**config.mk**
```make
export PLATFORM = sky130hd
export DESIGN_NAME = eltc_top
export DESIGN_NICKNAME = d
export VERILOG_FILES = /design/src/pkg/eltc_pkg.sv /design/src/design/eltc_buf2.sv /design/src/design/eltc_divider.sv /design/src/design/eltc_top.sv
export SDC_FILE = /design/constraint.sdc
export NUM_CORES = 1
export LEC_CHECK = 0
export BUFFER_PORTS_ARGS = -buffer_cell sky130_fd_sc_hd__buf_2
export CAP_MARGIN = 20
export CORE_UTILIZATION = 65
export DETAILED_ROUTE_END_ITERATION = 10
export PLACE_DENSITY = 0.85
export SLEW_MARGIN = 25
export SYNTH_ARGS = -nofsm -noshare
export SYNTH_HDL_FRONTEND = slang
export SYNTH_SLANG_ARGS = --single-unit
```
**constraint.sdc**
```tcl
create_clock -name i_clk -period 12.85 [get_ports i_clk]
set_input_delay 2.57 -clock i_clk [delete_from_list [all_inputs] [get_ports i_clk]]
set_output_delay 2.57 -clock i_clk [all_outputs]
set_load 0.05 [all_outputs]
```
**src/pkg/eltc_pkg.sv**
```systemverilog
// Constants and types of the encoder line trigger control.
// Assumes a single 100 MHz camera clock and an ASCII command byte stream.
package eltc_pkg;

  // ==========================================================
  // Control register fields
  localparam int          CTRL_W           = 8;
  localparam logic [7:0]  CTRL_RESET       = 8'h00;
  localparam int          ADV_EN_BIT       = 7;
  localparam int          BIDIR_BIT        = 6;
  localparam int          FOUR_EDGE_BIT    = 5;
  localparam int          HYST_HI_BIT      = 4;
  localparam int          HYST_LO_BIT      = 3;
  localparam int          SCAN_SRC_BIT     = 2;
  localparam int          DIAG_HI_BIT      = 1;
  localparam int          DIAG_LO_BIT      = 0;
  localparam logic [1:0]  DIAG_OFF         = 2'h0;
  localparam logic [1:0]  DIAG_STATES      = 2'h1;
  localparam logic [1:0]  DIAG_LCNT8       = 2'h2;
  localparam logic [1:0]  DIAG_BOTH        = 2'h3;
  localparam logic [6:0]  HYST_4           = 7'h04;
  localparam logic [6:0]  HYST_16          = 7'h10;
  localparam logic [6:0]  HYST_64          = 7'h40;

  // ==========================================================
  // Counters and divider
  localparam int          POS_W            = 16;
  localparam int          LCNT_W           = 13;
  localparam int          DIV_W            = 15;
  localparam logic [14:0] DIV_RESET        = 15'h0001;
  localparam logic [16:0] CTRL_MAX         = 17'h000FF;
  localparam logic [16:0] DIV_MAX          = 17'h07FFF;
  localparam logic [16:0] VAL_CAP          = 17'h0FFFF;

  // ==========================================================
  // Command protocol characters
  localparam logic [7:0]  CH_SET_CTRL      = 8'h59;
  localparam logic [7:0]  CH_SET_DIV       = 8'h56;
  localparam logic [7:0]  CH_INFO          = 8'h49;
  localparam logic [7:0]  CH_CR            = 8'h0D;
  localparam logic [7:0]  CH_ZERO          = 8'h30;
  localparam logic [7:0]  CH_NINE          = 8'h39;
  localparam logic [7:0]  CH_ONE           = 8'h31;
  localparam logic [16:0] INFO_CTRL_IDX    = 17'h0001D;
  localparam logic [31:0] READ_PREFIX      = 32'h5379433A;
  localparam logic [3:0]  ACK_LEN          = 4'h2;
  localparam logic [3:0]  READ_LEN         = 4'hA;

  typedef enum logic [1:0] {RSP_OK, RSP_FAIL, RSP_READ} eltc_rsp_type;

endpackage : eltc_pkg

```
**src/design/eltc_buf2.sv**
```systemverilog
// Two-entry buffer in the pixel path with valid/ready on both sides.
// Assumes both sides run on i_clk; outputs are registered.
`timescale 1ns/1ps
`default_nettype none
module eltc_buf2 (
  // Clock and reset
  input  wire logic        i_clk,
  input  wire logic        i_sys_rst,
  // Filling side
  input  wire logic [15:0] i_in_data,
  input  wire logic        i_in_valid,
  output logic             o_in_ready,
  // Draining side
  output logic [15:0]      o_out_data,
  output logic             o_out_valid,
  input  wire logic        i_out_ready
);
  logic [15:0] mem_ff [2];
  logic [15:0] nxt_mem [2];
  logic        wr_ff, rd_ff, nxt_wr, nxt_rd;
  logic [1:0]  cnt_ff, nxt_cnt;
  logic        push, pop;

  always_comb
  begin
    push    = i_in_valid && o_in_ready;
    pop     = o_out_valid && i_out_ready;
    nxt_mem = mem_ff;
    nxt_wr  = wr_ff;
    nxt_rd  = rd_ff;
    nxt_cnt = cnt_ff;
    if (push)
    begin
      nxt_mem[wr_ff] = i_in_data;
      nxt_wr         = ~wr_ff;
    end
    if (pop)
      nxt_rd = ~rd_ff;
    nxt_cnt = cnt_ff + 2'(push) - 2'(pop);
  end

  always_ff @(posedge i_clk)
  begin
    if (i_sys_rst)
    begin
      wr_ff       <= 1'b0;
      rd_ff       <= 1'b0;
      cnt_ff      <= 2'h0;
      o_in_ready  <= 1'b0;
      o_out_valid <= 1'b0;
      o_out_data  <= 16'h0000;
      mem_ff[0]   <= 16'h0000;
      mem_ff[1]   <= 16'h0000;
    end
    else
    begin
      mem_ff      <= nxt_mem;
      wr_ff       <= nxt_wr;
      rd_ff       <= nxt_rd;
      cnt_ff      <= nxt_cnt;
      o_in_ready  <= nxt_cnt != 2'h2;
      o_out_valid <= nxt_cnt != 2'h0;
      o_out_data  <= nxt_mem[nxt_rd];
    end
  end
endmodule // eltc_buf2
`default_nettype wire

```
**src/design/eltc_divider.sv**
```systemverilog
// Trigger divider: one line start per programmed number of triggers.
// Assumes one-cycle trigger pulses on i_clk; ratio zero acts as one.
`timescale 1ns/1ps
`default_nettype none
module eltc_divider
  import eltc_pkg::*;
(
  // Clock and reset
  input  wire logic             i_clk,
  input  wire logic             i_sys_rst,
  // Trigger in, ratio, line start out
  input  wire logic             i_trig,
  input  wire logic [DIV_W-1:0] i_ratio,
  output logic                  o_pulse
);
  logic [DIV_W-1:0] cnt_ff, nxt_cnt;
  logic             nxt_pulse;

  always_comb
  begin
    nxt_cnt   = cnt_ff;
    nxt_pulse = 1'b0;
    if (i_trig)
    begin
      if (cnt_ff + 15'h0001 >= i_ratio)
      begin
        nxt_cnt   = '0;
        nxt_pulse = 1'b1;
      end
      else
        nxt_cnt = cnt_ff + 15'h0001;
    end
  end

  always_ff @(posedge i_clk)
  begin
    if (i_sys_rst)
    begin
      cnt_ff  <= '0;
      o_pulse <= 1'b0;
    end
    else
    begin
      cnt_ff  <= nxt_cnt;
      o_pulse <= nxt_pulse;
    end
  end
endmodule // eltc_divider
`default_nettype wire

```
**src/design/eltc_top.sv**
```systemverilog
// Encoder line trigger control: quadrature triggers, divider, diag pixels.
// Assumes sync pins are asynchronous and command/pixel streams are on i_clk.
`timescale 1ns/1ps
`default_nettype none

// Function
// - Advanced enable clear: trigger on input A rising edge, bits 3..6 ignored.
// - Bidirectional bit clear: only up motion triggers; set: both directions.
// - Direction decoded from A and B; wrong-direction pulses dropped.
// - Four-edge bit selects one trigger per period or per quadrature edge.
// - Hysteresis field: off, 4, 16 or 64 counts.
// - Source bit clear: scan start and line sync both from input A.
// - Source bit set: scan start from input B, line sync from A.
// - Diag field 00: first two pixels pass intensity unchanged.
// - Diag 01: pixel one low byte holds frame, B, A states, zeros below.
// - Diag 10: pixel one low byte holds line counter low eight bits.
// - Diag 11: input states plus 13-bit line counter over both pixels.
// - Pixel one bits 4..0 carry counter 12..8; pixel two counter 7..0.
// - Trigger pulses pass through the trigger divider before line start.
// - Divider ratio 1 to 32767 set by serial command.
// - Control written as decimal 0..255; answer 0 success, 1 failure.
// - Read returns control value as fixed prefix plus five decimal digits.
module eltc_top
  import eltc_pkg::*;
(
  // Clock and reset
  input  wire logic               i_clk,
  input  wire logic               i_sys_rst,
  // Sync pins
  input  wire logic               i_line_sync_a,
  input  wire logic               i_line_sync_b,
  input  wire logic               i_frame_sync,
  input  wire logic               i_external_scan_start_mode,
  // Command stream in
  input  wire logic [7:0]         i_cmd_byte,
  input  wire logic               i_cmd_valid,
  output logic                    o_cmd_ready,
  // Answer stream out
  output logic [7:0]              o_rsp_byte,
  output logic                    o_rsp_valid,
  input  wire logic               i_rsp_ready,
  // Pixel stream in
  input  wire logic [15:0]        i_pix_data,
  input  wire logic               i_pix_first,
  input  wire logic               i_pix_valid,
  output logic                    o_pix_ready,
  // Pixel stream out
  output logic [15:0]             o_pix_data,
  output logic                    o_pix_valid,
  input  wire logic               i_pix_ready,
  // Line timing and state
  output logic                    o_line_start,
  output logic                    o_external_scan_start,
  output logic [CTRL_W-1:0]       o_trigger_control,
  output logic signed [POS_W-1:0] o_position
);
  // ==========================================================
  // Helpers
  function automatic logic [1:0] quad_step(input logic [1:0] p, input logic [1:0] c);
    // {B,A}; returns 01 up, 10 down, 00 none or illegal
    unique case ({p, c})
      4'b0001, 4'b0111, 4'b1110, 4'b1000: quad_step = 2'b01;
      4'b0010, 4'b1011, 4'b1101, 4'b0100: quad_step = 2'b10;
      default:                            quad_step = 2'b00;
    endcase
  endfunction

  function automatic logic [6:0] hyst_span(input logic [1:0] sel);
    unique case (sel)
      2'h0: hyst_span = 7'h00;
      2'h1: hyst_span = HYST_4;
      2'h2: hyst_span = HYST_16;
      2'h3: hyst_span = HYST_64;
    endcase
  endfunction

  function automatic logic [7:0] rsp_char(input eltc_rsp_type k, input logic [3:0] idx,
                                          input logic [7:0] v);
    rsp_char = CH_CR;
    if (k != RSP_READ)
    begin
      if (idx == 4'h0)
        rsp_char = (k == RSP_OK) ? CH_ZERO : CH_ONE;
    end
    else
      unique case (idx)
        4'h0:       rsp_char = READ_PREFIX[31:24];
        4'h1:       rsp_char = READ_PREFIX[23:16];
        4'h2:       rsp_char = READ_PREFIX[15:8];
        4'h3:       rsp_char = READ_PREFIX[7:0];
        4'h4, 4'h5: rsp_char = CH_ZERO;
        4'h6:       rsp_char = CH_ZERO + v / 8'd100;
        4'h7:       rsp_char = CH_ZERO + (v / 8'd10) % 8'd10;
        4'h8:       rsp_char = CH_ZERO + v % 8'd10;
        default:    rsp_char = CH_CR;
      endcase
  endfunction

  // ==========================================================
  // Input synchronisers, {frame, B, A}
  logic [2:0] meta_ff, sync_ff, prev_ff;

  always_ff @(posedge i_clk)
  begin
    if (i_sys_rst)
    begin
      meta_ff <= 3'h0;
      sync_ff <= 3'h0;
      prev_ff <= 3'h0;
    end
    else
    begin
      meta_ff <= {i_frame_sync, i_line_sync_b, i_line_sync_a};
      sync_ff <= meta_ff;
      prev_ff <= sync_ff;
    end
  end

  // ==========================================================
  // Quadrature decode, hysteresis and trigger generation
  logic [CTRL_W-1:0]       ctrl_ff;
  logic [DIV_W-1:0]        ratio_ff;
  logic signed [POS_W-1:0] nxt_pos;
  logic                    dir_up_ff, nxt_dir_up;
  logic [6:0]              backlash_ff, nxt_backlash;
  logic                    trig_ff, nxt_trig;
  logic                    nxt_scan;
  logic [1:0]              step;
  logic                    a_rise, b_rise, up;

  always_comb
  begin
    a_rise       = sync_ff[0] && !prev_ff[0];
    b_rise       = sync_ff[1] && !prev_ff[1];
    step         = quad_step(prev_ff[1:0], sync_ff[1:0]);
    up           = step == 2'b01;
    nxt_pos      = o_position;
    nxt_dir_up   = dir_up_ff;
    nxt_backlash = backlash_ff;
    nxt_trig     = 1'b0;
    if (!ctrl_ff[ADV_EN_BIT])
      nxt_trig = a_rise;
    else if (step != 2'b00)
    begin
      nxt_pos    = up ? o_position + 16'sd1 : o_position - 16'sd1;
      nxt_dir_up = up;
      if (hyst_span(ctrl_ff[HYST_HI_BIT:HYST_LO_BIT]) != 7'h00 && up != dir_up_ff)
        nxt_backlash = hyst_span(ctrl_ff[HYST_HI_BIT:HYST_LO_BIT]);
      else if (backlash_ff != 7'h00)
        nxt_backlash = backlash_ff - 7'h01;
      else if ((up || ctrl_ff[BIDIR_BIT])
               && (ctrl_ff[FOUR_EDGE_BIT] || nxt_pos[1:0] == 2'b00))
        nxt_trig = 1'b1;
    end
    nxt_scan = i_external_scan_start_mode
               && (ctrl_ff[SCAN_SRC_BIT] ? b_rise : a_rise);
  end

  always_ff @(posedge i_clk)
  begin
    if (i_sys_rst)
    begin
      o_position            <= '0;
      dir_up_ff             <= 1'b1;
      backlash_ff           <= 7'h00;
      trig_ff               <= 1'b0;
      o_external_scan_start <= 1'b0;
    end
    else
    begin
      o_position            <= nxt_pos;
      dir_up_ff             <= nxt_dir_up;
      backlash_ff           <= nxt_backlash;
      trig_ff               <= nxt_trig;
      o_external_scan_start <= nxt_scan;
    end
  end

  // ==========================================================
  // Divider and line counter
  logic [LCNT_W-1:0] lcnt_ff, nxt_lcnt;

  eltc_divider u_divider (
    .i_clk     (i_clk),
    .i_sys_rst (i_sys_rst),
    .i_trig    (trig_ff),
    .i_ratio   (ratio_ff),
    .o_pulse   (o_line_start)
  );

  always_comb
  begin
    nxt_lcnt = o_line_start ? lcnt_ff + 13'h0001 : lcnt_ff;
  end

  always_ff @(posedge i_clk)
  begin
    if (i_sys_rst)
      lcnt_ff <= '0;
    else
      lcnt_ff <= nxt_lcnt;
  end

  // ==========================================================
  // Diagnostic pixel substitution
  logic        second_ff, nxt_second;
  logic [15:0] pix;
  logic        buf_ready;

  always_comb
  begin
    pix        = i_pix_data;
    nxt_second = second_ff;
    if (i_pix_valid && buf_ready)
      nxt_second = i_pix_first;
    unique case (ctrl_ff[DIAG_HI_BIT:DIAG_LO_BIT])
      DIAG_OFF: ;
      DIAG_STATES:
        if (i_pix_first)
          pix[7:0] = {sync_ff[2], sync_ff[1], sync_ff[0], 5'h00};
      DIAG_LCNT8:
        if (i_pix_first)
          pix[7:0] = lcnt_ff[7:0];
      DIAG_BOTH:
        if (i_pix_first)
          pix[7:0] = {sync_ff[2], sync_ff[1], sync_ff[0], lcnt_ff[12:8]};
        else if (second_ff)
          pix[7:0] = lcnt_ff[7:0];
    endcase
  end

  always_ff @(posedge i_clk)
  begin
    if (i_sys_rst)
      second_ff <= 1'b0;
    else
      second_ff <= nxt_second;
  end

  eltc_buf2 u_buf (
    .i_clk       (i_clk),
    .i_sys_rst   (i_sys_rst),
    .i_in_data   (pix),
    .i_in_valid  (i_pix_valid),
    .o_in_ready  (buf_ready),
    .o_out_data  (o_pix_data),
    .o_out_valid (o_pix_valid),
    .i_out_ready (i_pix_ready)
  );

  assign o_pix_ready = buf_ready;

  // ==========================================================
  // Command parser and answer sequencer
  typedef enum logic [1:0] {CMD_IDLE, CMD_NUM, CMD_RESP} eltc_cmd_type;

  eltc_cmd_type      st_ff, nxt_st;
  logic [7:0]        op_ff, nxt_op;
  logic [16:0]       val_ff, nxt_val;
  logic              bad_ff, nxt_bad;
  eltc_rsp_type      kind_ff, nxt_kind;
  logic [3:0]        idx_ff, nxt_idx;
  logic [CTRL_W-1:0] nxt_ctrl;
  logic [DIV_W-1:0]  nxt_ratio;
  logic [7:0]        nxt_rsp_byte;
  logic              nxt_rsp_valid;
  logic              take;

  always_comb
  begin
    nxt_st        = st_ff;
    nxt_op        = op_ff;
    nxt_val       = val_ff;
    nxt_bad       = bad_ff;
    nxt_kind      = kind_ff;
    nxt_idx       = idx_ff;
    nxt_ctrl      = ctrl_ff;
    nxt_ratio     = ratio_ff;
    nxt_rsp_valid = o_rsp_valid;
    nxt_rsp_byte  = o_rsp_byte;
    take          = i_cmd_valid && o_cmd_ready;
    unique case (st_ff)
      CMD_IDLE:
        if (take && i_cmd_byte != CH_CR)
        begin
          nxt_op  = i_cmd_byte;
          nxt_val = '0;
          nxt_bad = 1'b0;
          nxt_st  = CMD_NUM;
        end
      CMD_NUM:
        if (take)
        begin
          if (i_cmd_byte >= CH_ZERO && i_cmd_byte <= CH_NINE)
          begin
            if (val_ff > VAL_CAP / 17'd10)
              nxt_bad = 1'b1;
            else
              nxt_val = 17'(val_ff * 17'd10 + 17'(i_cmd_byte - CH_ZERO));
          end
          else if (i_cmd_byte != CH_CR)
            nxt_bad = 1'b1;
          else
          begin
            nxt_kind = RSP_FAIL;
            if (!bad_ff && op_ff == CH_SET_CTRL && val_ff <= CTRL_MAX)
            begin
              nxt_ctrl = val_ff[CTRL_W-1:0];
              nxt_kind = RSP_OK;
            end
            else if (!bad_ff && op_ff == CH_SET_DIV && val_ff != 17'h0
                     && val_ff <= DIV_MAX)
            begin
              nxt_ratio = val_ff[DIV_W-1:0];
              nxt_kind  = RSP_OK;
            end
            else if (!bad_ff && op_ff == CH_INFO && val_ff == INFO_CTRL_IDX)
              nxt_kind = RSP_READ;
            nxt_idx       = 4'h0;
            nxt_rsp_valid = 1'b1;
            nxt_rsp_byte  = rsp_char(nxt_kind, 4'h0, nxt_ctrl);
            nxt_st        = CMD_RESP;
          end
        end
      CMD_RESP:
        if (i_rsp_ready)
        begin
          nxt_idx = idx_ff + 4'h1;
          if (nxt_idx == ((kind_ff == RSP_READ) ? READ_LEN : ACK_LEN))
          begin
            nxt_rsp_valid = 1'b0;
            nxt_st        = CMD_IDLE;
          end
          else
            nxt_rsp_byte = rsp_char(kind_ff, nxt_idx, ctrl_ff);
        end
      default:
        nxt_st = CMD_IDLE;
    endcase
  end

  always_ff @(posedge i_clk)
  begin
    if (i_sys_rst)
    begin
      st_ff             <= CMD_IDLE;
      op_ff             <= 8'h00;
      val_ff            <= '0;
      bad_ff            <= 1'b0;
      kind_ff           <= RSP_OK;
      idx_ff            <= 4'h0;
      ctrl_ff           <= CTRL_RESET;
      ratio_ff          <= DIV_RESET;
      o_rsp_valid       <= 1'b0;
      o_rsp_byte        <= 8'h00;
      o_cmd_ready       <= 1'b0;
      o_trigger_control <= CTRL_RESET;
    end
    else
    begin
      st_ff             <= nxt_st;
      op_ff             <= nxt_op;
      val_ff            <= nxt_val;
      bad_ff            <= nxt_bad;
      kind_ff           <= nxt_kind;
      idx_ff            <= nxt_idx;
      ctrl_ff           <= nxt_ctrl;
      ratio_ff          <= nxt_ratio;
      o_rsp_valid       <= nxt_rsp_valid;
      o_rsp_byte        <= nxt_rsp_byte;
      o_cmd_ready       <= nxt_st != CMD_RESP;
      o_trigger_control <= nxt_ctrl;
    end
  end
endmodule // eltc_top
`default_nettype wire

```
# ---- Word level (Yosys, flattened, before mapping)
# Memories as Yosys holds them, arrays and structs flattened. A register that Yosys moved wholly into a read port is not among the register bits.
# Cells that the tools add are included.
dict set report op_classes {
  n_reduce_logical 50
  mul 1
  magnitude_cmp 9
  eq_ne 40
  addsub 13
  bitwise_logic 8
  n_mux 77
  n_div 4
}
# op count
set ops {}
lappend ops {{$mux 16} 5}
lappend ops {{$mux 8} 10}
lappend ops {{$mux 17} 4}
lappend ops {{$pmux 8 s8} 1}
lappend ops {{$mux 7} 5}
lappend ops {{$pmux 17 s2} 1}
lappend ops {{$bwmux 32} 1}
lappend ops {{$mux 32} 1}
lappend ops {{$pmux 7 s4} 1}
lappend ops {{$mux 2} 13}
lappend ops {{$ne 2x2->1 const B} 13}
lappend ops {{$add 6x8->8 const A} 3}
lappend ops {{$eq 8x7->1 const B} 3}
lappend ops {{$mux 4} 6}
lappend ops {{$pmux 8 s3} 1}
lappend ops {{$mux 1} 20}
lappend ops {{$reduce_and 5->1} 4}
lappend ops {{$logic_and 1x1->1} 18}
lappend ops {{$reduce_and 6->1} 3}
lappend ops {{$add 17x17->17} 1}
lappend ops {{$eq 17x5->1 const B} 1}
lappend ops {{$gt 17x13->1 const B} 1}
lappend ops {{$le 17x15->1 const B} 1}
lappend ops {{$le 17x8->1 const B} 1}
lappend ops {{48 further kinds} 84}
dict set report word_totals {
  in_bits 35
  mem_count 1
  word_cells 234
  output_inout_bits 54
  register_bits 185
  rom_bits 32
}
# name words word_bits read_ports rd_clocked_by_memory_dff write_ports line
set memory_table {}
lappend memory_table {{(no name shown)} 16 2 1 1 0 eltc_top.sv:61} ;# unique case ({p, c})

# ---- Depth between registers and ports, before layout
dict set report logic_depth {
  depth_word 17
  mapped_depth 22
}

# ---- By module
# A second synthesis with hierarchy kept.
dict set report hier_totals {
  cells_unflattened 1321
  area_unflattened_um2 11189.5
}
# mod cells_per_inst n_inst area_each_um2
set modules_own_cells {}
lappend modules_own_cells {eltc_top 1001 1 8007.7}
lappend modules_own_cells {eltc_buf2 164 1 1835.5}
lappend modules_own_cells {eltc_divider 156 1 1346.3}

# ---- Worst setup path before layout
# Ideal clock, no wire load.
dict set report synth_path {
  path_kind {input-to-reg}
  startpoint {input port i_cmd_byte[4]}
  endpoint {register val_ff[14]}
  path_slack_ps 7893
  required_ps 12722
  stages 10
  setup_ps 128
  arrival_time_ps 4829
  path_cell_list {ha_1 nor3_1 ha_1 or2_2 a21oi_1 inv_1 a31oi_1 xnor2_1 a22oi_1 nor2_1}
}
dict set report synth_via {
  elab_chain_cells 6
  elab_cells_between_ends 14
  cone_classes {2 x add/sub; 2 x order compare; 3 x eq/ne; 4 x mux; 3 x reduce/logical}
}
# item line
set synth_rtl {}
lappend synth_rtl {{start, declared} eltc_top.sv:35} ;# input wire logic [7:0] i_cmd_byte,
lappend synth_rtl {{$sub 8x6->9} eltc_top.sv:299} ;# nxt_val = 17'(val_ff * 17'd10 + 17'(i_cmd_byte - CH_ZERO));
lappend synth_rtl {{$add 17x17->17} eltc_top.sv:299}
lappend synth_rtl {{$mux 17} eltc_top.sv:296} ;# if (val_ff > VAL_CAP / 17'd10)
lappend synth_rtl {{$mux 17} eltc_top.sv:294} ;# if (i_cmd_byte >= CH_ZERO && i_cmd_byte <= CH_NINE)
lappend synth_rtl {{$mux 17} eltc_top.sv:292} ;# if (take)
lappend synth_rtl {{$pmux 17 s2} eltc_top.sv:282} ;# unique case (st_ff)
lappend synth_rtl {{end signal, assigned} eltc_top.sv:363} ;# val_ff <= nxt_val;
lappend synth_rtl {{end, declared} eltc_top.sv:259} ;# logic [16:0] val_ff, nxt_val;
# Several ways; a longest one is shown, not always the timed one. The select of a mux whose other input is x is not followed.
# A chain may end at the register's enable or synchronous reset.

# ---- Worst setup path after layout
dict set report layout_path {
  startpoint {register ctrl_ff[5]}
  endpoint {register o_rsp_byte[5]}
}
dict set report layout_via {
  elab_chain_cells 8
  elab_cells_between_ends 12
  cone_classes {3 x add/sub; 4 x div; 5 x mux}
}
# item line
set layout_rtl {}
lappend layout_rtl {{start, declared} eltc_top.sv:121} ;# logic [CTRL_W-1:0] ctrl_ff;
lappend layout_rtl {{start signal, assigned} eltc_top.sv:367} ;# ctrl_ff <= nxt_ctrl;
lappend layout_rtl {{$div 8x4->8} eltc_top.sv:93} ;# 4'h7: rsp_char = CH_ZERO + (v / 8'd10) % 8'd10;
lappend layout_rtl {{$mod 8x4->8} eltc_top.sv:93}
lappend layout_rtl {{$add 6x8->8} eltc_top.sv:93}
lappend layout_rtl {{$pmux 8 s8 *} eltc_top.sv:86} ;# unique case (idx)
lappend layout_rtl {{$mux 8 *} eltc_top.sv:80} ;# if (k != RSP_READ)
lappend layout_rtl {{$mux 8 *} eltc_top.sv:329} ;# if (nxt_idx == ((kind_ff == RSP_READ) ? READ_LEN : ACK_LEN))
lappend layout_rtl {{$mux 8 *} eltc_top.sv:326} ;# if (i_rsp_ready)
lappend layout_rtl {{$pmux 8 s2 *} eltc_top.sv:282}
lappend layout_rtl {{end signal, assigned} eltc_top.sv:370} ;# o_rsp_byte <= nxt_rsp_byte;
lappend layout_rtl {{end, declared} eltc_top.sv:39} ;# output logic [7:0] o_rsp_byte,
# Mark *: on every way between the ends. The rest lies on a longest branch, timed or not. The select of a mux whose other input is x is not followed.

==> flow_metrics.py <==
metrics = {
    "placement": {
        "port_buffers": 88,
        "gp_congestion": 0.930,
        "dpl_cell_area_mm2": 0.0118,
        "dp_slack_ns": 7.53,
        "dp_hpwl_mm": 18.6,
        "dp_cells": 1631,
    },
    "layout": {
        "synthToLayoutAreaGrowth_pct": 10.7,
        "finalInstanceArea_mm2": 0.0124,
        "drive_gt1_share_pct": 11.1,
        "antenna_cells": 0,
        "instances_no_fill": 1663,
        "nFillCells": 1231,
        "layout_common_cells": "187 x dfxtp_1, 184 x nor2_1, 116 x nand2_1, 93 x a21oi_1, 93 x ha_1",
        "mostFrequentLayoutCell": "dfxtp_1",
        "final_util_pct": 74.3,
        "nets": 1561,
    },
    "sta": {
        "final.period_utilization_pct": 42.3,
        "final_max_slew_viol_count": 0,
        "whs_ns": 0.447,
        "worst_pin_slew_ns": 1.05,
        "min_period_ns": 5.43,
        "fin_ws_ns": 7.42,
        "setup_viol": 0,
        "fin_tns_setup_ns": 0,
        "max_freq_ghz": 0.184,
        "slew-limit-headroom_pct": 29.5,
        "finalHoldViolations": 0,
        "rsz0062_at_grt": "no",
        "skew_ns": 0.0164,
    },
    "clock_network": {
        "cts_made_buffers": 17,
        "cts_resized": 0,
        "cts_buffer_depth": 2,
        "cts_setup_buffers": 0,
        "cts_hold_buf": 0,
        "root_buffer": "clkbuf_16",
        "htree_levels": 4,
        "clk_latency_ns": 0.45,
        "clkSinkCount": 187,
        "clk_pin_slew_ns": 0.08,
        "cts_tree": "done",
    },
    "power": {
        "power_density_mw_per_mm2": 112,
        "power_mw": 1.39,
        "p_leak_nw": 5.29,
        "ir_drop_mv": 0.113,
    },
    "routing": {
        "wire_per_inst_um": 16.3,
        "wirelength_mm": 27.1,
        "antenna_left": 0,
        "drt_first_pass_iters": 6,
        "vias": 10194,
        "viasPerCell": 6.13,
        "drt_iter0_drc": 786,
        "remaining_drc_errors": 0,
    },
    "critical_path": {
        "critical_path_class": "reg -> reg",
        "cp.arrival_ns": 5.78,
        "cp-end-kind": "register",
        "required_ns": 13.20,
        "start_kind": "register",
        "cp_max_fo": 25,
    },
    "logic_synthesis": {
        "synth.avg_cell_area_um2": 8.18,
        "postSynthCellCount": 1375,
        "synth-main-ff-cell": "dfxtp_1",
        "ys_warn_count": 0,
        "ys_seq_area_share_pct": 33.3,
        "synth_seq_cells": 187,
        "syn_nets": 1506,
        "syn-cell-area_mm2": 0.0112,
        "synth.distinct_cells": 86,
        "postSynth.asyncResetShare_pct": 0,
        "synth-edff-count": 0,
    },
    "die": {
        "die_h_um": 134,
        "die_area_mm2": 0.0178,
        "die_x_um": 134,
        "rows": 47,
        "io_pins": 89,
        "core_area_mm2": 0.0168,
        "initial_core_util_pct": 67.1,
    },
    "grt": {
        "antenna_found_initial": 0,
        "overflow": 0,
        "grt.total_usage_pct": 30.6,
        "grt_max_degree": 82,
        "grt_pass1_vias": 9548,
        "grt_pass1_wl_mm": 45.1,
    },
    "job": {
        "drv_cap": 0,
    },
    "outcome": {
        "status": "completed",
    },
    "worst_hold_path": {
        "holdCritPathClass": "reg -> reg",
    },
}
==> layout make-up <==
cell class / instances / area [um2] / share of cell area [%]
clock buffer: 17 / 425 / 3.42
clock inverter: 15 / 235 / 1.89
inverter: 68 / 255 / 2.05
multi-input combinational: 1059 / 7000 / 56.3
sequential: 187 / 3740 / 30.1
tap: 220 / 275 / 2.21
timing repair buffer: 97 / 510 / 4.10
==> sequential cells by signal (all words and copies together), names as in the netlist, 7 cells and up <==
register          count
op_ff                 8
u_divider.cnt_ff     15
backlash_ff           7
ratio_ff             15
o_rsp_byte            8
u_buf.mem_ff         32
ctrl_ff               8
o_position           16
val_ff               17
lcnt_ff              13
u_buf.o_out_data     16
==> path summary, 6_finish.rpt <==
path              start             to  slack [ns]  cells after the start
max          ctrl_ff[5]  o_rsp_byte[5]        7.42                     20
min          meta_ff[2]     sync_ff[2]        0.45                      1
max reg2reg  ctrl_ff[5]  o_rsp_byte[5]        7.42                     20
min reg2reg  meta_ff[2]     sync_ff[2]        0.45                      1
==> logic make-up (layout without fill, tap and decap cells) <==
| group | count (synthesis) | count (layout) | share of synthesized area (%) |
|---|---|---|---|
| simple gates | 485 | 485 | 20.2 |
| compound gates | 338 | 338 | 19.7 |
| flops | 187 | 187 | 33.3 |
| buf+inv | 129 | 197 | 4.42 |
| fa+ha+maj | 96 | 96 | 10.9 |
| xor+xnor | 85 | 85 | 6.62 |
| mux | 55 | 55 | 4.92 |
==> metal layers <==
metal / track usage (%) / part of all wire, % / vias up
li1: - / - / 4967
met1: 39.3 / 43 / 4859
met2: 52.3 / 49 / 318
met3: 4.76 / 5.1 / 50
met4: 10.4 / 2.3 / 0
met5: 0 / 0 / -
==> report_power, final <==
| part | switching (mW) | internal (mW) | total (mW) |
|---|---|---|---|
| clock network | 0.295 | 0.278 | 0.572 |
| registers | 0.0131 | 0.612 | 0.625 |
| logic | 0.134 | 0.0601 | 0.194 |
| total | 0.442 | 0.950 | 1.39 |
==> synth_stat cells, types with 6 or more instances <==
cell type / number / area share (%)
o21ai_1: 8 / 0.36
o21bai_1: 11 / 0.73
o21a_1: 10 / 0.67
ha_1: 93 / 10
a21oi_1: 93 / 4.1
and2_1: 13 / 0.72
nor2b_1: 24 / 1.3
nor2_1: 184 / 6.1
nand3_1: 45 / 2.0
and3_1: 17 / 0.95
or2_2: 10 / 0.56
nand4_1: 7 / 0.39
o31ai_1: 6 / 0.40
buf_1: 6 / 0.20
a22oi_1: 25 / 1.7
inv_1: 66 / 2.2
nor3_1: 21 / 0.93
dfxtp_1: 187 / 33
o22ai_1: 23 / 1.3
a31oi_1: 14 / 0.78
nor4_1: 8 / 0.45
mux2i_1: 53 / 4.7
a21o_1: 10 / 0.67
a211oi_1: 8 / 0.53
xnor2_1: 55 / 4.3
nand3b_1: 6 / 0.40
nand2b_1: 8 / 0.45
clkbuf_1: 50 / 1.7
o21ai_0: 64 / 2.8
nand2_1: 116 / 3.9
xor2_1: 30 / 2.3
==> worst max-delay path: stages, from the launching register on <==
cell	delay, ns
dfxtp_1	0.83
inv_1	0.20
ha_1	0.43
nor2b_1	0.08
o311ai_1	0.43
a211oi_1	0.19
o21ai_2	0.31
ha_1	0.25
nand3_1	0.13
a2111oi_4	0.38
and2_1	0.22
o22ai_1	0.14
ha_1	0.27
o21ai_0	0.17
a221oi_1	0.09
and4_1	0.23
a311oi_1	0.40
nor4_1	0.14
nor3b_2	0.17
o21ai_1	0.08
o41ai_2	0.20
Note: power is estimated with default switching activity, not from simulation.
